[src/bsr_map.vh]
`ifndef BSR_MAP_VH
`define BSR_MAP_VH
// -----------------------------------------------------------------
// Framing
// -----------------------------------------------------------------
`define BSR_START_BITS    3'h3
`define BSR_STOP_BITS     3'h3
`define BSR_SETUP_BITS    4'h4
`define BSR_FRAME_BITS    4'ha
`define BSR_RESET_BITS    5'h15
`define BSR_RESET_PATTERN 21'h155540
// -----------------------------------------------------------------
// Setup codes
// -----------------------------------------------------------------
`define BSR_CODE_PRES     4'ha
`define BSR_CODE_TEMP     4'h9
`define BSR_CODE_CAL1     4'h5
`define BSR_CODE_CAL2     4'h6
`define BSR_CODE_CAL3     4'h3
`define BSR_CODE_CAL4     4'hc
// -----------------------------------------------------------------
// Sequence positions and conversion timing
// -----------------------------------------------------------------
`define BSR_ACK_EXTRA     2'h2
`define BSR_READ_BITS     5'h11
`define BSR_WORD_BITS     5'h10
`define BSR_CONV_TIME_US  35000
`define BSR_CLK_MHZ       10
`define BSR_CONV_CYCLES   (`BSR_CONV_TIME_US * `BSR_CLK_MHZ)
// -----------------------------------------------------------------
// Reset values
// -----------------------------------------------------------------
`define BSR_CAL_RESET     64'h0000000000000000
`endif

[src/bsr_buf2.v]
`timescale 1ns/1ps
`default_nettype none
module bsr_buf2 (
   // Clock and reset
   input  wire        clock_in,
   input  wire        rst_in,
   // Fill side
   input  wire        in_valid_in,
   output wire        in_ready_out,
   input  wire [15:0] in_data_in,
   // Drain side
   output wire        out_valid_out,
   input  wire        out_ready_in,
   output wire [15:0] out_data_out
);
   reg  [15:0] mem_reg [0:1];
   reg         wr_ptr_reg;
   reg         rd_ptr_reg;
   reg  [1:0]  count_reg;
   wire        push;
   wire        pop;

   assign in_ready_out  = (count_reg != 2'h2);
   assign out_valid_out = (count_reg != 2'h0);
   assign out_data_out  = mem_reg[rd_ptr_reg];
   assign push          = in_valid_in & in_ready_out;
   assign pop           = out_valid_out & out_ready_in;

   always @(posedge clock_in) begin
      if (push) begin
         mem_reg[wr_ptr_reg] <= in_data_in;
      end
   end

   always @(posedge clock_in or posedge rst_in) begin
      if (rst_in) begin
         wr_ptr_reg <= 1'b0;
         rd_ptr_reg <= 1'b0;
         count_reg  <= 2'h0;
      end else begin
         if (push) begin
            wr_ptr_reg <= ~wr_ptr_reg;
         end
         if (pop) begin
            rd_ptr_reg <= ~rd_ptr_reg;
         end
         if (push & ~pop) begin
            count_reg <= count_reg + 2'h1;
         end else if (pop & ~push) begin
            count_reg <= count_reg - 2'h1;
         end
      end
   end
endmodule // bsr_buf2
`default_nettype wire

[src/bsr_readout.v]
// Function
// - Sample each input bit on rising serial clock edges.
// - Change the output bit on rising serial clock edges.
// - Latest instruction chooses result or calibration word output.
// - No select pin; instruction bits alone frame each transaction.
// - Instruction is three high bits, setup field, three low bits.
// - Four-bit setup field picks pressure, temperature or calibration word.
// - Seven operations: two conversions, four calibration reads, reset.
// - Output rises low to high once a conversion is accepted.
// - Output falls high to low when the conversion is done.
// - Seventeen clocks after completion carry the sixteen-bit result.
// - Clock pause holds readout position; shifting resumes afterwards.
// - Reset pattern seen in any state returns the port to idle.
// - Reset pattern is 21 bits; output may toggle meanwhile.
// - Calibration words pack six coefficients as documented.
// - Calibration store is 64 bits, read as four 16-bit words.
// - Both conversions give a 16-bit value from one converter.
`timescale 1ns/1ps
`default_nettype none
`include "bsr_map.vh"
module bsr_readout #(
   parameter [31:0] CONV_CYCLES = `BSR_CONV_CYCLES
) (
   // Clock and reset
   input  wire        clock_in,
   input  wire        rst_in,
   // Serial pins
   input  wire        sclk_in,
   input  wire        din_in,
   output wire        dout_out,
   // Converter side
   output wire        conv_start_out,
   output wire        conv_is_temp_out,
   input  wire        conv_valid_in,
   output wire        conv_ready_out,
   input  wire [15:0] conv_data_in,
   // Calibration store
   input  wire [63:0] cal_data_in
);
   // ---------------------------------------------------------------
   // States
   // ---------------------------------------------------------------
   localparam [4:0] ST_CMD  = 5'h01;
   localparam [4:0] ST_ACK  = 5'h02;
   localparam [4:0] ST_CONV = 5'h04;
   localparam [4:0] ST_READ = 5'h08;
   localparam [4:0] ST_CAL  = 5'h10;

   // ---------------------------------------------------------------
   // Pin synchronisers
   // ---------------------------------------------------------------
   reg         sclk_s1_reg;
   reg         sclk_s2_reg;
   reg         sclk_s3_reg;
   reg         din_s1_reg;
   reg         din_s2_reg;
   wire        rise;

   always @(posedge clock_in or posedge rst_in) begin
      if (rst_in) begin
         sclk_s1_reg <= 1'b0;
         sclk_s2_reg <= 1'b0;
         sclk_s3_reg <= 1'b0;
         din_s1_reg  <= 1'b0;
         din_s2_reg  <= 1'b0;
      end else begin
         sclk_s1_reg <= sclk_in;
         sclk_s2_reg <= sclk_s1_reg;
         sclk_s3_reg <= sclk_s2_reg;
         din_s1_reg  <= din_in;
         din_s2_reg  <= din_s1_reg;
      end
   end

   // Only rising edges matter; the host owns the clock
   assign rise = sclk_s2_reg & ~sclk_s3_reg;

   // ---------------------------------------------------------------
   // Result buffer
   // ---------------------------------------------------------------
   wire        buf_valid;
   reg         buf_pop;
   wire [15:0] buf_data;

   bsr_buf2 u_buf (
      .clock_in      (clock_in),
      .rst_in        (rst_in),
      .in_valid_in   (conv_valid_in),
      .in_ready_out  (conv_ready_out),
      .in_data_in    (conv_data_in),
      .out_valid_out (buf_valid),
      .out_ready_in  (buf_pop),
      .out_data_out  (buf_data)
   );

   // ---------------------------------------------------------------
   // Protocol engine
   // ---------------------------------------------------------------
   reg  [4:0]  state_reg;
   reg  [4:0]  state_next;
   reg  [9:0]  frame_reg;
   reg  [20:0] rst_shift_reg;
   reg  [4:0]  cnt_reg;
   reg  [4:0]  cnt_next;
   reg  [15:0] out_sh_reg;
   reg  [15:0] out_sh_next;
   reg         dout_reg;
   reg         dout_next;
   reg         start_reg;
   reg         start_next;
   reg         temp_reg;
   reg         temp_next;
   reg  [31:0] wait_reg;
   reg  [31:0] wait_next;
   wire [9:0]  frame_new;
   wire [20:0] rst_new;
   wire [3:0]  code;
   wire        frame_ok;
   wire        reset_hit;
   reg  [15:0] cal_word;
   reg         cal_hit;

   assign frame_new = {frame_reg[8:0], din_s2_reg};
   assign rst_new   = {rst_shift_reg[19:0], din_s2_reg};
   // Setup codes come from the map header, so they can be retuned
   assign code      = frame_new[6:3];
   // Start field high, stop field low
   assign frame_ok  = (frame_new[9:7] == 3'h7) & (frame_new[2:0] == 3'h0);
   assign reset_hit = (rst_new == `BSR_RESET_PATTERN);

   // Words are stored packed; coefficient split is the store's
   always @* begin
      cal_word = 16'h0000;
      cal_hit  = 1'b1;
      case (code)
         `BSR_CODE_CAL1: cal_word = cal_data_in[63:48];
         `BSR_CODE_CAL2: cal_word = cal_data_in[47:32];
         `BSR_CODE_CAL3: cal_word = cal_data_in[31:16];
         `BSR_CODE_CAL4: cal_word = cal_data_in[15:0];
         default:        cal_hit  = 1'b0;
      endcase
   end

   always @* begin
      state_next  = state_reg;
      cnt_next    = cnt_reg;
      out_sh_next = out_sh_reg;
      dout_next   = dout_reg;
      start_next  = 1'b0;
      temp_next   = temp_reg;
      wait_next   = wait_reg;
      buf_pop     = 1'b0;
      if (rise & reset_hit) begin
         // Reset wins in every state; dout may have toggled
         state_next = ST_CMD;
         cnt_next   = 5'h00;
         dout_next  = 1'b0;
      end else begin
         case (state_reg)
            ST_CMD: begin
               if (rise & frame_ok) begin
                  // Latest instruction picks what comes out
                  if ((code == `BSR_CODE_PRES) | (code == `BSR_CODE_TEMP)) begin
                     temp_next  = (code == `BSR_CODE_TEMP);
                     start_next = 1'b1;
                     dout_next  = 1'b1;
                     cnt_next   = 5'h00;
                     wait_next  = 32'h00000000;
                     state_next = ST_ACK;
                  end else if (cal_hit) begin
                     out_sh_next = cal_word;
                     cnt_next    = 5'h00;
                     state_next  = ST_CAL;
                  end
               end
            end
            ST_ACK: begin
               // Two trailing clocks after acknowledge
               if (rise) begin
                  cnt_next = cnt_reg + 5'h01;
                  if (cnt_reg[1:0] == (`BSR_ACK_EXTRA - 2'h1)) begin
                     state_next = ST_CONV;
                  end
               end
            end
            ST_CONV: begin
               if (wait_reg < CONV_CYCLES) begin
                  wait_next = wait_reg + 32'h00000001;
               end
               // Result only taken once the minimum time elapsed
               if (buf_valid & (wait_reg >= CONV_CYCLES)) begin
                  buf_pop     = 1'b1;
                  out_sh_next = buf_data;
                  dout_next   = 1'b0;
                  cnt_next    = 5'h00;
                  state_next  = ST_READ;
               end
            end
            ST_READ, ST_CAL: begin
               // No edge, no move: a clock pause holds position
               if (rise) begin
                  cnt_next = cnt_reg + 5'h01;
                  if (cnt_reg < `BSR_WORD_BITS) begin
                     dout_next   = out_sh_reg[15];
                     out_sh_next = {out_sh_reg[14:0], 1'b0};
                  end else begin
                     dout_next = 1'b0;
                  end
                  if (cnt_next == `BSR_READ_BITS) begin
                     state_next = ST_CMD;
                  end
               end
            end
            default: begin
               state_next = ST_CMD;
            end
         endcase
      end
   end

   always @(posedge clock_in or posedge rst_in) begin
      if (rst_in) begin
         state_reg     <= ST_CMD;
         frame_reg     <= 10'h000;
         rst_shift_reg <= 21'h000000;
         cnt_reg       <= 5'h00;
         out_sh_reg    <= 16'h0000;
         dout_reg      <= 1'b0;
         start_reg     <= 1'b0;
         temp_reg      <= 1'b0;
         wait_reg      <= 32'h00000000;
      end else begin
         if (rise) begin
            // Framing restarts after a complete instruction
            frame_reg     <= (state_reg == ST_CMD && frame_ok) ? 10'h000 : frame_new;
            rst_shift_reg <= rst_new;
         end
         state_reg  <= state_next;
         cnt_reg    <= cnt_next;
         out_sh_reg <= out_sh_next;
         dout_reg   <= dout_next;
         start_reg  <= start_next;
         temp_reg   <= temp_next;
         wait_reg   <= wait_next;
      end
   end

   // ---------------------------------------------------------------
   // Outputs
   // ---------------------------------------------------------------
   assign dout_out         = dout_reg;
   assign conv_start_out   = start_reg;
   assign conv_is_temp_out = temp_reg;
endmodule // bsr_readout
`default_nettype wire

[config.mk]
export PLATFORM = sky130hd
export DESIGN_NAME = bsr_readout
export DESIGN_NICKNAME = d
export VERILOG_FILES = /design/src/bsr_buf2.v /design/src/bsr_readout.v
export VERILOG_INCLUDE_DIRS = /design/src /design/src/src
export SDC_FILE = /design/constraint.sdc
export NUM_CORES = 1
export LEC_CHECK = 0
export BUFFER_PORTS_ARGS = -buffer_cell sky130_fd_sc_hd__buf_4
export CAP_MARGIN = 40
export CORE_AREA = 8 8 131 109
export CTS_BUF_LIST = sky130_fd_sc_hd__clkbuf_2
export CTS_CLUSTER_SIZE = 40
export DETAILED_ROUTE_END_ITERATION = 8
export DIE_AREA = 0 0 139 117
export PLACE_DENSITY = 0.83
export SLEW_MARGIN = 20
export SYNTH_ARGS = -nofsm -noshare
export SYNTH_HDL_FRONTEND = slang
export SYNTH_SLANG_ARGS = --single-unit
[constraint.sdc]
create_clock -name clock_in -period 3.75 [get_ports clock_in]
set_input_delay 0.5625 -clock clock_in [delete_from_list [all_inputs] [get_ports clock_in]]
set_output_delay 0.5625 -clock clock_in [all_outputs]
set_load 0.03 [all_outputs]
==> results.toml <==
[outcome]
status = "finished, final reports clean"

[timing]
period_needed_ps = 2810
skew_ps = 36.8
relSlewSlack = 0.497
hold_viol = 0
worstMarginPinSlew_ps = 755
setup_viol = 0
setup_tns_ps = 0
rsz0062_at_grt = "false"
maxSlewViolCount = 0
max_freq_mhz = 356
finalCritPeriodShare = 0.749

[cells_and_area]
diodes = 0
nFillCells = 933
synthToLayoutAreaGrowth_pct = 18.7
nets = 775
multi_input_area_sq_um = 2850
seqCellArea_sq_um = 3440
drive_gt1_frac = 0.260
stdcell_area_sq_um = 7720

[synthesis]
synth_top_area_cell = "dfrtp_1"
yosysWarnings = 0
yosys.area_share.simple = 0.172
synth.most_common_cell = "nand2_1"
ys_types = 76
synth-xor-area-share = 0.0269
synth.avg_cell_area_sq_um = 11.2
async_reset_ff_frac = 0.756
synth-edff-count = 32
synth_common_cells = "nand2_1 (102), dfrtp_1 (98), edfxtp_1 (32), nor2_1 (23)"
syn_nets = 672
ys_ff_latch = 131
synth_top_family_by_area = "simple AND/OR/NAND/NOR gates"
syn_inst = 581
muxShareOfSynthArea = 0.0627
ys_seq_area_frac = 0.529
synth_compound_area_frac = 0.161
synthTopCellsByArea = "dfrtp_1 (38%), edfxtp_1 (15%), nand2_1 (5.9%)"
dominantRegCellSynth = "dfrtp_1"
synth_area_sq_um = 6510
yosysTopAreaCellShare = 0.377
yosys.area_share.adder = 0.0115

[floorplanning]
die_w_microns = 139
start_util = 0.528
boundaryPins = 89
floorplan.die.height_microns = 117
core_sq_um = 12300
rows = 37
die_area_sq_um = 16300

[worst_setup_path]
r2r.worst_path.cells = 5
worstSetupStartpointType = "flip-flop"
cp.depth = 5
cp-end-kind = "flip-flop"
worstSetupEndpoint = "out_sh_reg[9]"
crit_chain = "and4bb_1 -> a311oi_2 -> o41ai_4 -> o2111ai_4 -> mux2_2"
critPathLaunch = "frame_reg[2]"
crit_buf_inv = 0
slowest_delay_ps = 820
r2r-end = "out_sh_reg[9]"
worstReg2RegStart = "frame_reg[2]"
worstPathArrival_ps = 3380
critical-path-top-delay-family = "compound AO/OA/AOI/OAI gates"
critPathMaxFanout = 18
crit_type = "reg -> reg"
reg2reg_slack_ps = 940
slowest_stage = "and4bb_1"
worstPathRequired_ps = 4320

[routing]
dr.pass1.iters = 5
wl_per_cell_microns = 18.4
drtIter0Drc = 542
vias = 5023
drt.antenna.violating_nets = 0
post-route-drc-count = 0
routed_via_density = 5.90
drt_wl_total_mm = 15.7

[global_routing]
grt_usage = 0.197
overflow = 0
grt_pass1_vias = 5064
grt_first_pass_wirelength_mm = 25.3
antenna_found_initial = 0
grt_max_degree = 43

[job]
cap_violations = 0

[cts]
cts_max_level = 4
clockRootBuffer = "clkbuf_2"
cts_tree = "built"
clkTransAtPathRegs_ps = 150
clock_sinks = 131
clk_latency_ps = 700
cts_inserted_buffers = 17
cts.path.max_buffers = 2
cts_resized = 0

[placed_design]
gp_congestion = 0.861
dp_hpwl_mm = 11.4
placedInstanceArea_sq_um = 7320
numPortBuffers = 88

[pwr]
powerDensity_nw_per_um2 = 473
pwr-share-clk = 0.202
p_seq_frac = 0.513
p_leak_nw = 3.34
netSwitchingPower_mw = 1.20
internal_power_mw = 2.45
ir_drop_uv = 399
combPwrFrac = 0.285
switching_share = 0.329

[min_path]
hold_class = "in -> reg"
[layout make-up]
| class | count | share of cell area |
|---|---|---|
| Clock inverter | 11 | 0.0117 |
| Sequential cell | 131 | 0.445 |
| Clock buffer | 20 | 0.0130 |
| Inverter | 15 | 0.00762 |
| Tap cell | 156 | 0.0253 |
| Multi-Input combinational cell | 398 | 0.369 |
| Timing Repair Buffer | 121 | 0.128 |
[stage by stage]
| stage | hold WS, ps | utilization | std cells | power, mW | setup WS (ps) |
|---|---|---|---|---|---|
| global route | 14.7 | 0.627 | 852 | 3.84 | 767 |
| CTS | 2.69 | 0.613 | 835 | 3.63 | 930 |
| floorplan | 331 | - | 581 | 2.61 | 599 |
| detailed placement | 354 | 0.595 | 801 | 2.91 | 955 |
| global placement | 334 | 0.591 | 798 | 2.85 | 1020 |
| finish | 75.1 | 0.627 | 852 | 3.65 | 941 |
[how the worst min path moves through the flow]
stage | cells past startpoint | slack [ps] | start | to
floorplan | 0 | 330 | din_s1_reg | din_s2_reg
global placement | 0 | 330 | din_s1_reg | din_s2_reg
detailed placement | 0 | 350 | din_s1_reg | din_s2_reg
CTS | 1 | 3 | conv_data_in[11] | u_buf.mem_reg[1][11]
global route | 1 | 10 | conv_data_in[12] | u_buf.mem_reg[1][12]
finish | 1 | 80 | conv_data_in[12] | u_buf.mem_reg[1][12]
[routing by layer]
layer	GRT usage	wire (microns)	vias to the layer above	part of all wire
met5	0	0	-	0
li1	-	-	2351	-
met4	0.0598	188	0	0.012
met1	0.251	6850	2475	0.44
met2	0.322	7500	172	0.48
met3	0.0596	1130	25	0.072
[power groups by stage]
stage | logic [mW] | clock network, mW | registers (mW)
6_report | 1.04 | 0.736 | 1.87
5_1_grt | 1.13 | 0.813 | 1.90
4_1_cts | 1.02 | 0.745 | 1.87
3_5_place_dp | 1.01 | 0 | 1.90
3_3_place_gp | 0.962 | 0 | 1.89
2_1_floorplan | 0.770 | 0 | 1.84
[cell families (layout without fill, tap and decap cells)]
| logic type | after synthesis | in the layout |
|---|---|---|
| adders and majority gates | 6 | 6 |
| buffers and inverters | 52 | 167 |
| AOI/OAI and AO/OA | 120 | 120 |
| xor gates and xnor gates | 20 | 20 |
| DFF | 131 | 131 |
| and+or+nand+nor | 217 | 217 |
| muxes | 35 | 35 |
[cell usage in the layout, fill, tap and decap left out, types with 6 or more instances in the layout]
cell type	count
edfxtp_1	32
dfrtp_1	98
nor2b_1	8
buf_4	99
a222oi_1	16
ha_1	6
o21ai_0	13
nor3_1	9
nor2_1	23
xnor2_1	11
and2_1	15
nand2_1	102
a31oi_1	6
o221ai_1	15
dlygate4sd3_1	18
a22o_1	22
clkbuf_2	20
nor4_1	6
or3_1	7
a21oi_1	14
mux2_4	10
nand3_1	9
mux2i_1	19
xor2_1	9
mux2_2	6
inv_1	14
[timing repair]
action | in CTS | in global routing
buffers inserted | 0 | 0
hold endpoints to repair | 42 | 29
hold buffers | 3 | 15
No activity file was read; power rests on OpenSTA's default activity.
